===== src/inc/dtb_pkg.sv =====
// Shared constants and carrier types for the backplane transfer master
package dtb_pkg;
	// Address modes
	typedef enum logic [2:0] {
		MODE_A16 = 3'h0,
		MODE_A24 = 3'h1,
		MODE_A32 = 3'h2,
		MODE_A40 = 3'h3,
		MODE_A64 = 3'h4
	} addr_mode_t;

	// Data widths per transfer
	typedef enum logic [2:0] {
		WID_D8   = 3'h0,
		WID_D16  = 3'h1,
		WID_D32  = 3'h2,
		WID_MD32 = 3'h3,
		WID_D64  = 3'h4
	} data_width_t;

	// Outcome of a cycle
	typedef enum logic [1:0] {
		END_ACK   = 2'h0,
		END_RETRY = 2'h1,
		END_BERR  = 2'h2,
		END_TIME  = 2'h3
	} cycle_end_t;

	// Timing: bus timer limit and strobe setup
	localparam int unsigned CLK_HZ          = 20000000;
	localparam int unsigned BUS_TIMEOUT_US  = 64;
	localparam int unsigned BUS_TIMEOUT_CYC = BUS_TIMEOUT_US * (CLK_HZ / 1000000);
	localparam int unsigned SETUP_NS        = 100;
	localparam int unsigned SETUP_CYC       = (SETUP_NS * (CLK_HZ / 1000000) + 999) / 1000;

	localparam int unsigned FIFO_WIDTH = 64;
	localparam int unsigned FIFO_DEPTH = 16;
	localparam int unsigned ADDR_W     = 64;
	localparam logic [7:0]  BURST_RST  = 8'h01;

	// Command from the local side
	typedef struct packed {
		logic [63:0]  addr;
		logic [5:0]   am;
		addr_mode_t   mode;
		data_width_t  width;
		logic         write;
		logic [7:0]   beats;
		logic         lock;
		logic [3:0]   byte_sel;
	} cmd_t;

	// Result of a cycle
	typedef struct packed {
		cycle_end_t   how;
		logic [7:0]   done_beats;
	} result_t;

	// Bus pin outputs; each _oe_n low means the pin is driven
	typedef struct packed {
		logic [31:0]  d_o;
		logic         d_oe_n;
		logic [31:1]  a_o;
		logic         lword_n_o;
		logic         a_oe_n;
		logic [5:0]   am_o;
		logic         as_n_o;
		logic         ds0_n_o;
		logic         ds1_n_o;
		logic         write_n_o;
		logic         lock_n_o;
		logic         ctl_oe_n;
	} bus_out_t;

	// Bus pin inputs
	typedef struct packed {
		logic [31:0]  d_i;
		logic [31:1]  a_i;
		logic         lword_n_i;
		logic         dtack_n_i;
		logic         berr_n_i;
		logic         retry_n_i;
	} bus_in_t;
endpackage


===== src/verilog/dtb_fifo.sv =====
// Small synchronous FIFO with valid/ready on both sides
`timescale 1ns/100ps
module dtb_fifo #(
	parameter int unsigned WIDTH = 64,
	parameter int unsigned DEPTH = 16
) (
	input  wire logic             ref_clk,
	input  wire logic             arst_n,
	input  wire logic [WIDTH-1:0] in_data,
	input  wire logic             in_valid,
	output logic                  in_ready,
	output logic      [WIDTH-1:0] out_data,
	output logic                  out_valid,
	input  wire logic             out_ready
);
	localparam int unsigned AW = $clog2(DEPTH);

	typedef struct packed {
		logic [AW:0]  wr;
		logic [AW:0]  rd;
	} fifo_state_t;

	fifo_state_t      st_reg;
	fifo_state_t      st_next;
	logic [WIDTH-1:0] mem [DEPTH];
	logic [WIDTH-1:0] rd_data_reg;
	logic             push;
	logic             pop;
	logic             full;
	logic             empty;

	assign full      = (st_reg.wr[AW] != st_reg.rd[AW]) && (st_reg.wr[AW-1:0] == st_reg.rd[AW-1:0]);
	assign empty     = (st_reg.wr == st_reg.rd);
	assign in_ready  = !full;
	assign out_valid = !empty;
	assign push      = in_valid && !full;
	assign pop       = out_ready && !empty;
	assign out_data  = rd_data_reg;

	always_comb begin
		st_next = st_reg;
		if (push)
			st_next.wr = st_reg.wr + 1'b1;
		if (pop)
			st_next.rd = st_reg.rd + 1'b1;
	end

	// Registered read port follows the next head; a word landing in that slot now bypasses the array
	always_ff @(posedge ref_clk) begin
		if (push)
			mem[st_reg.wr[AW-1:0]] <= in_data;
		if (push && st_reg.wr[AW-1:0] == st_next.rd[AW-1:0])
			rd_data_reg <= in_data;
		else
			rd_data_reg <= mem[st_next.rd[AW-1:0]];
	end

	always_ff @(posedge ref_clk or negedge arst_n) begin
		if (!arst_n)
			st_reg <= '0;
		else
			st_reg <= st_next;
	end
endmodule


===== src/verilog/dtb_master.sv =====
// Backplane transfer bus master: drives the bus pins for one cycle per command
`timescale 1ns/100ps
// How it works
// Cycle stays open, strobes held, until a responder answers or the timer fires.
// Own bus timer ends any unanswered cycle and reports a timeout.
// Location monitoring is the slaves' affair; master issues ordinary accesses.
// 64-bit beats put data on both data and address lines.
// A64 mode: upper address bits travel on data lines in address phase.
// A40 mode: address bits 39..24 on data lines, primary connector only.
// Multiplexed 32-bit beat uses D[15..0] plus A[15..1] and LWORD.
// A40 block cycles accept 8, 16 and 32 bit beat widths.
// Reads: address broadcast, then data phase; writes drive data with address.
// Single reads perform exactly one beat after the address phase.
// Block cycles perform many beats after one address broadcast.
// A40 and A64 cycles always run address phase first, then data.
// Each beat ends on acknowledge, retry or bus error low, or when the bus timer fires.
// Strobe levels pick bytes; falling strobe edges time each beat.
// Address lines carry address, then data in 64-bit and multiplexed 32-bit beats.
// Data lines carry data, plus address in A40/A64 broadcast.
// Lock request holds the lock line low over the whole command.
// Active-low pins asserted low, acted on at falling edges.
// Strobes held until response, released before the next beat.
// Slave answers after data valid; read data captured at the answer.
module dtb_master #(
	parameter int unsigned TIMEOUT_CYC = dtb_pkg::BUS_TIMEOUT_CYC,
	parameter int unsigned FIFO_DEPTH  = dtb_pkg::FIFO_DEPTH
) (
	input  wire logic              ref_clk,
	input  wire logic              arst_n,
	input  wire dtb_pkg::cmd_t     cmd,
	input  wire logic              cmd_valid,
	output logic                   cmd_ready,
	input  wire logic [63:0]       wr_data,
	input  wire logic              wr_valid,
	output logic                   wr_ready,
	output logic      [63:0]       rd_data,
	output logic                   rd_valid,
	input  wire logic              rd_ready,
	output dtb_pkg::result_t       result,
	output logic                   result_valid,
	output dtb_pkg::bus_out_t      bus_o,
	input  wire dtb_pkg::bus_in_t  bus_i
);
	// ------------------------------------------------------------
	// State
	// ------------------------------------------------------------
	typedef enum logic [2:0] {
		ST_IDLE  = 3'h0,
		ST_ADDR  = 3'h1,
		ST_SETUP = 3'h2,
		ST_WAIT  = 3'h3,
		ST_REL   = 3'h4,
		ST_DONE  = 3'h5
	} phase_t;

	typedef struct packed {
		phase_t             phase;
		dtb_pkg::cmd_t      c;
		dtb_pkg::bus_out_t  bo;
		logic [31:0]        timer;
		logic [7:0]         beat;
		logic               odd_lane;
		dtb_pkg::result_t   res;
		logic               res_valid;
		logic [63:0]        rdata;
		logic               rpush;
	} master_state_t;

	master_state_t st_reg;
	master_state_t st_next;

	// ------------------------------------------------------------
	// Pin synchronisers
	// ------------------------------------------------------------
	dtb_pkg::bus_in_t sync1_reg;
	dtb_pkg::bus_in_t sync2_reg;

	always_ff @(posedge ref_clk or negedge arst_n) begin
		if (!arst_n) begin
			sync1_reg <= '1;
			sync2_reg <= '1;
		end else begin
			sync1_reg <= bus_i;
			sync2_reg <= sync1_reg;
		end
	end

	// ------------------------------------------------------------
	// Data FIFOs
	// ------------------------------------------------------------
	logic [63:0] wf_data;
	logic        wf_valid;
	logic        wf_pop;
	logic        rf_in_ready;

	dtb_fifo #(.WIDTH(64), .DEPTH(FIFO_DEPTH)) u_wr_fifo (
		.ref_clk   (ref_clk),
		.arst_n    (arst_n),
		.in_data   (wr_data),
		.in_valid  (wr_valid),
		.in_ready  (wr_ready),
		.out_data  (wf_data),
		.out_valid (wf_valid),
		.out_ready (wf_pop)
	);

	// Read side stalls the master when full, so the reader pushes back
	dtb_fifo #(.WIDTH(64), .DEPTH(FIFO_DEPTH)) u_rd_fifo (
		.ref_clk   (ref_clk),
		.arst_n    (arst_n),
		.in_data   (st_reg.rdata),
		.in_valid  (st_reg.rpush),
		.in_ready  (rf_in_ready),
		.out_data  (rd_data),
		.out_valid (rd_valid),
		.out_ready (rd_ready)
	);

	// ------------------------------------------------------------
	// Helpers
	// ------------------------------------------------------------
	logic answered;
	logic two_phase;
	logic beat_ok;

	assign answered  = !sync2_reg.dtack_n_i || !sync2_reg.berr_n_i || !sync2_reg.retry_n_i;
	assign two_phase = !st_reg.c.write || st_reg.c.mode == dtb_pkg::MODE_A40 ||
		st_reg.c.mode == dtb_pkg::MODE_A64 || st_reg.c.width == dtb_pkg::WID_D64
		|| st_reg.c.width == dtb_pkg::WID_MD32;
	// A write beat needs data ready; a read beat needs room to store
	assign beat_ok   = st_reg.c.write ? wf_valid : rf_in_ready;
	assign cmd_ready = st_reg.phase == ST_IDLE;
	assign wf_pop    = st_reg.phase == ST_SETUP && st_reg.c.write && beat_ok && st_reg.timer == '0
		&& !answered && st_reg.bo.ds0_n_o && st_reg.bo.ds1_n_o;
	assign bus_o        = st_reg.bo;
	assign result       = st_reg.res;
	assign result_valid = st_reg.res_valid;

	// Address pins for the broadcast phase, per mode
	function automatic dtb_pkg::bus_out_t drive_addr(input dtb_pkg::cmd_t c, input dtb_pkg::bus_out_t b);
		dtb_pkg::bus_out_t r;
		r           = b;
		r.a_o       = c.addr[31:1];
		r.lword_n_o = !(c.byte_sel == 4'hF);
		r.a_oe_n    = 1'b0;
		r.am_o      = c.am; // Full broadcast lets monitors see every access
		r.d_oe_n    = 1'b1;
		unique case (c.mode)
			dtb_pkg::MODE_A16: r.a_o[31:16] = '0;
			dtb_pkg::MODE_A24: r.a_o[31:24] = '0;
			dtb_pkg::MODE_A32: ;
			dtb_pkg::MODE_A40: begin
				r.a_o[31:24] = '0;
				r.d_o        = {16'h0000, c.addr[31:24], c.addr[39:32]};
				r.d_oe_n     = 1'b0;
			end
			dtb_pkg::MODE_A64: begin
				r.d_o    = c.addr[63:32];
				r.d_oe_n = 1'b0;
			end
			default: r.a_o = c.addr[31:1];
		endcase
		// 64-bit beats: all lane selects low in address phase
		if (c.width == dtb_pkg::WID_D64) begin
			r.lword_n_o = 1'b0;
			r.a_o[2:1]  = 2'b00;
		end
		return r;
	endfunction

	// ------------------------------------------------------------
	// Next state
	// ------------------------------------------------------------
	always_comb begin
		st_next           = st_reg;
		st_next.res_valid = 1'b0;
		st_next.rpush     = 1'b0;
		unique case (st_reg.phase)
			ST_IDLE: begin
				if (cmd_valid) begin
					st_next.c        = cmd;
					st_next.beat     = '0;
					st_next.odd_lane = cmd.byte_sel[1] && !cmd.byte_sel[0];
					st_next.bo       = drive_addr(cmd, st_reg.bo);
					st_next.bo.write_n_o = !cmd.write;
					st_next.bo.lock_n_o  = !cmd.lock;
					st_next.bo.ctl_oe_n  = 1'b0;
					st_next.timer    = 32'(dtb_pkg::SETUP_CYC);
					st_next.phase    = ST_ADDR;
				end
			end
			ST_ADDR: begin
				// Address setup before the address strobe falls
				if (st_reg.timer != '0)
					st_next.timer = st_reg.timer - 1'b1;
				else begin
					st_next.bo.as_n_o = 1'b0;
					st_next.phase     = ST_SETUP;
				end
			end
			ST_SETUP: begin
				if (st_reg.timer != '0)
					st_next.timer = st_reg.timer - 1'b1;
				else if (beat_ok && !answered) begin
					// Data lines now carry data; address lines too for wide beats
					if (two_phase) begin
						st_next.bo.d_oe_n = 1'b1;
						if (st_reg.c.width == dtb_pkg::WID_D64 || st_reg.c.width == dtb_pkg::WID_MD32)
							st_next.bo.a_oe_n = 1'b1;
					end
					if (st_reg.c.write) begin
						st_next.bo.d_oe_n = 1'b0;
						st_next.bo.d_o    = wf_data[31:0];
						if (st_reg.c.width == dtb_pkg::WID_D64) begin
							st_next.bo.a_oe_n    = 1'b0;
							st_next.bo.a_o       = wf_data[63:33];
							st_next.bo.lword_n_o = wf_data[32];
						end else if (st_reg.c.width == dtb_pkg::WID_MD32) begin
							st_next.bo.a_oe_n         = 1'b0;
							st_next.bo.d_o            = {16'h0000, wf_data[15:0]};
							st_next.bo.a_o[15:1]      = wf_data[31:17];
							st_next.bo.lword_n_o      = wf_data[16];
						end
					end
					// Strobe levels pick lanes; single-byte blocks alternate
					if (st_reg.c.width == dtb_pkg::WID_D8) begin
						st_next.bo.ds1_n_o = st_reg.odd_lane;
						st_next.bo.ds0_n_o = !st_reg.odd_lane;
					end else begin
						st_next.bo.ds1_n_o = 1'b0;
						st_next.bo.ds0_n_o = 1'b0;
					end
					st_next.timer = '0;
					st_next.phase = ST_WAIT;
				end
			end
			ST_WAIT: begin
				// Strobes held until answered or timed out
				if (answered) begin
					st_next.rdata = {sync2_reg.a_i, sync2_reg.lword_n_i, sync2_reg.d_i};
					if (st_reg.c.width == dtb_pkg::WID_MD32)
						st_next.rdata = {32'h0, sync2_reg.a_i[15:1], sync2_reg.lword_n_i, sync2_reg.d_i[15:0]};
					st_next.rpush = !st_reg.c.write && !sync2_reg.dtack_n_i;
					st_next.bo.ds0_n_o = 1'b1;
					st_next.bo.ds1_n_o = 1'b1;
					st_next.beat       = st_reg.beat + 1'b1;
					st_next.timer      = 32'(dtb_pkg::SETUP_CYC);
					st_next.odd_lane   = !st_reg.odd_lane;
					st_next.res.how    = !sync2_reg.berr_n_i ? dtb_pkg::END_BERR :
						!sync2_reg.retry_n_i ? dtb_pkg::END_RETRY : dtb_pkg::END_ACK;
					st_next.phase      = ST_REL;
				end else if (st_reg.timer >= 32'(TIMEOUT_CYC - 1)) begin
					st_next.bo.ds0_n_o = 1'b1;
					st_next.bo.ds1_n_o = 1'b1;
					st_next.res.how    = dtb_pkg::END_TIME;
					st_next.phase      = ST_DONE;
				end else
					st_next.timer = st_reg.timer + 1'b1;
			end
			ST_REL: begin
				// Wait for the answer to go away before the next beat
				if (!answered) begin
					if (st_reg.res.how == dtb_pkg::END_ACK && st_reg.beat < st_reg.c.beats)
						st_next.phase = ST_SETUP;
					else
						st_next.phase = ST_DONE;
				end
			end
			ST_DONE: begin
				st_next.bo.as_n_o      = 1'b1;
				st_next.bo.ctl_oe_n    = 1'b1;
				st_next.bo.d_oe_n      = 1'b1;
				st_next.bo.a_oe_n      = 1'b1;
				st_next.bo.lock_n_o    = 1'b1;
				st_next.res.done_beats = st_reg.beat;
				st_next.res_valid      = 1'b1;
				st_next.phase          = ST_IDLE;
			end
			default: st_next.phase = ST_IDLE;
		endcase
	end

	always_ff @(posedge ref_clk or negedge arst_n) begin
		if (!arst_n) begin
			st_reg                <= '0;
			st_reg.phase          <= ST_IDLE;
			st_reg.c.beats        <= dtb_pkg::BURST_RST;
			st_reg.bo.d_oe_n      <= 1'b1;
			st_reg.bo.a_oe_n      <= 1'b1;
			st_reg.bo.ctl_oe_n    <= 1'b1;
			st_reg.bo.as_n_o      <= 1'b1;
			st_reg.bo.ds0_n_o     <= 1'b1;
			st_reg.bo.ds1_n_o     <= 1'b1;
			st_reg.bo.write_n_o   <= 1'b1;
			st_reg.bo.lock_n_o    <= 1'b1;
			st_reg.bo.lword_n_o   <= 1'b1;
		end else
			st_reg <= st_next;
	end
endmodule


===== config.mk =====
export PLATFORM = sky130hd
export DESIGN_NAME = dtb_master
export DESIGN_NICKNAME = d
export VERILOG_FILES = /design/src/inc/dtb_pkg.sv /design/src/verilog/dtb_fifo.sv /design/src/verilog/dtb_master.sv
export SDC_FILE = /design/constraint.sdc
export NUM_CORES = 2
export LEC_CHECK = 0
export ABC_AREA = 1
export BUFFER_PORTS_ARGS = -buffer_cell sky130_fd_sc_hd__buf_2
export CORE_MARGIN = 2
export CORE_UTILIZATION = 59
export CTS_CLUSTER_DIAMETER = 120
export CTS_CLUSTER_SIZE = 14
export DETAILED_ROUTE_END_ITERATION = 8
export HOLD_SLACK_MARGIN = 0.12
export PLACE_DENSITY_LB_ADDON = 0.05
export SYNTH_ARGS = -nofsm -noshare
export SYNTH_HDL_FRONTEND = slang
export SYNTH_HIERARCHICAL = 1
export SYNTH_SLANG_ARGS = --single-unit

===== constraint.sdc =====
create_clock -name ref_clk -period 5.2 [get_ports ref_clk]
set_clock_uncertainty 0.15 [all_clocks]
set_input_delay 0.78 -clock ref_clk [delete_from_list [all_inputs] [get_ports ref_clk]]
set_output_delay 0.78 -clock ref_clk [all_outputs]
set_load 0.05 [all_outputs]

==> flow_summary.ini <==
[setup_path]
reg2reg_slack_ns = 1.38
path_class = reg -> out
cp.arrival_ns = 3.65
r2r-end = bus_o[62]
crit_required_ns = 4.27
crit_fanout = 175
reg2reg_depth = 9
worst_setup_path_end_kind = output port
start_kind = flip-flop

[detailed_routing]
viasPerCell = 5.68
first_pass_iters = 6
routedWlPerCell_um = 22.3
num_vias = 65400
drc_errors = 0
wl_um = 257000
first_iter_violations = 6319
ant_nets = 0

[clock_tree]
cts-hold-fix-buffers = 196
cts_repair_resize_count = 0
cts-root-buf = clkbuf_16
clk_path_buf_depth = 3
cts_made_buffers = 190
postCtsSetupBuffers = 0
worst_skew_pair.late_latency_ns = 0.86
cts_tree = yes
htreeDepth = 4
clkSinkCount = 2420
path_clk_slew_ns = 0.07

[grt]
globalRouteOverflowTotal = 0
grt_max_degree = 227
first_global_vias = 62100
antenna_found_initial = 18
grt_usage_pct = 29.4
grt_pass1_wl_um = 384000

[synthesis]
synth_edf_count = 2048
synth_top_cells_by_area = edfxtp_1 61%, nand2_1 8.2%, dfrtp_1 5.5%
synth_top_flop_cell = edfxtp_1
netlist.area_leader.share_pct = 61.2
syn_area_mm2 = 0.100
syn_area_per_cell_um2 = 11.4
synth_warnings = 6
synth_cell_types = 42
netlist_instances = 8842
ys_seq_area_share_pct = 70.6
yosys.area.top_type = edfxtp_1
synthArstFlopShare_pct = 15.0
ys_ff_latch = 2420
syn_nets = 9089

[layout]
multi_input_area_mm2 = 0.0246
drive_gt1_share_pct = 11.0
nFillCells = 12800
nets = 9372
register_area_mm2 = 0.0710
area_delta_synth_final_pct = 10.3

[power_and_ir_drop]
p_leak_nw = 42.0
powerDensity_mw_per_mm2 = 490
power_mw = 54.3
ir_drop_mv = 0.421

[die]
die-area_mm2 = 0.174
std_cell_rows = 151
io_pins = 382
die_x_um = 417
start_util_pct = 59.3
core-area_mm2 = 0.169
die_y_um = 417

[sta]
fmax_mhz = 218
finalSetupViolCount = 0
drv_slew = 0
rsz0062_at_grt = false
tightest_slew_ns = 1.47
fin_crit_sh_pct = 88.1
slew-limit-headroom_pct = 2.03
fin_tns_setup_ns = 0
finalHoldViolCount = 0
period_needed_ns = 4.58

[hold_path]
hp-start = cmd[37]
hold_class = in -> reg
hold_depth = 5
min_to = bus_o[24]

[placement]
dp_hpwl_um = 135000
gp_congestion = 0.904
portBuffers = 380

[outcome]
status = completed

[job]
drv_cap = 0
-- layout make-up --
cell class                      instances  share of cell area [%]
Antenna cell                            6                  0.0135
Timing Repair Buffer                  688                    4.72
Tap cell                             2218                    2.50
Sequential cell                      2420                    64.1
Inverter                              449                    1.56
Clock inverter                         13                   0.146
Multi-Input combinational cell       5376                    22.2
Clock buffer                          338                    4.84
-- Yosys cell counts (5+ instances only) --
master / n
buf_1: 40
buf_2: 204
edfxtp_1: 2048
nor2_2: 34
nor3_1: 12
a31oi_1: 5
buf_4: 155
xor2_1: 26
dfxtp_1: 8
o211ai_1: 302
ha_1: 21
dfrtp_1: 220
a32oi_1: 16
o21ai_0: 529
o21ai_2: 27
nand2_1: 2189
inv_1: 425
xnor2_1: 8
a22oi_1: 11
nand3b_1: 5
o21ai_1: 56
dfstp_2: 144
a21oi_1: 28
inv_2: 24
nand4_1: 18
nand2_2: 22
nor2_4: 12
clkbuf_1: 141
nand3_1: 941
buf_6: 57
nor2_1: 1094
-- power by group --
part,switching (mW),internal [mW],leakage [nW]
combinational,11.4,3.85,16.4
clock,6.58,6.97,2.62
sequential,1.74,23.8,23.0
-- worst max path at each step --
stage | start | endpoint | slack [ns] | cells after the start
final | flip-flop | rd_data[38] | 0.62 | 9
after CTS | flip-flop | rd_data[31] | 0.58 | 9
after floorplan | u_wr_fifo/st_reg[9] | u_wr_fifo/mem[10][0] | 0.67 | 6
after global routing | flip-flop | rd_data[38] | 0.42 | 9
after detailed placement | flip-flop | bus_o[62] | 1.29 | 9
after global placement | flip-flop | bus_o[62] | 1.33 | 9
-- per-layer routing --
metal  routed length, um  GRT usage [%]  up-vias
li1                    -              -    30800
met4               11000           11.9       12
met2              128000           50.2     2092
met1              103000           38.5    32000
met3               14600           3.72      508
met5                  76              0        -
-- stage by stage --
| stage | instances | area (um^2) | utilization (%) | hold WS (ns) | setup WS (ns) |
|---|---|---|---|---|---|
| 2_1_floorplan | 8842 | 100000 | - | 0.195 | 0.674 |
| 6_report | 11500 | 111000 | 65.5 | 0.172 | 0.620 |
| 4_1_cts | 11500 | 111000 | 65.5 | 0.120 | 0.580 |
| 3_5_place_dp | 11000 | 103000 | 61.0 | 0.197 | 1.29 |
| 5_1_grt | 11500 | 111000 | 65.5 | 0.154 | 0.425 |
| 3_3_place_gp | 11000 | 103000 | 61.0 | 0.196 | 1.33 |
-- layout by cell type, fill, tap and decap left out, types with 9 or more instances in the layout --
cell type / count
nand2_1: 2189
edfxtp_1: 2048
nor2_1: 1063
nand3_1: 940
o21ai_0: 529
inv_1: 421
buf_2: 379
o211ai_1: 302
dfrtp_1: 220
dlygate4sd3_1: 196
clkbuf_16: 192
clkbuf_1: 145
dfstp_2: 144
buf_4: 71
o21ai_1: 56
nor2_4: 44
buf_12: 41
nor2_2: 33
a21oi_1: 28
o21ai_2: 27
xor2_1: 26
nand2_2: 22
ha_1: 21
nand4_1: 18
inv_2: 17
a32oi_1: 16
nor3_1: 12
a22oi_1: 11
inv_6: 9
-- critical path: stages, from the launching register on --
cell and delay [ns]:
dfxtp_4 0.42, buf_4 0.62, buf_12 0.60, nor2_1 0.11, nor2_1 0.10, o21ai_0 0.08
nand3_1 0.14, nand3_1 0.09, nand2_1 0.21, buf_2 0.31
-- logic make-up after synthesis --
group | share of synthesized area (%)
xor gates and xnor gates | 0.296
and+or+nand+nor | 17.8
buffers and inverters | 5.17
AOI/OAI and AO/OA | 5.82
DFF | 70.6
adders and majority gates | 0.262
Power figures use the tool's default switching activity.
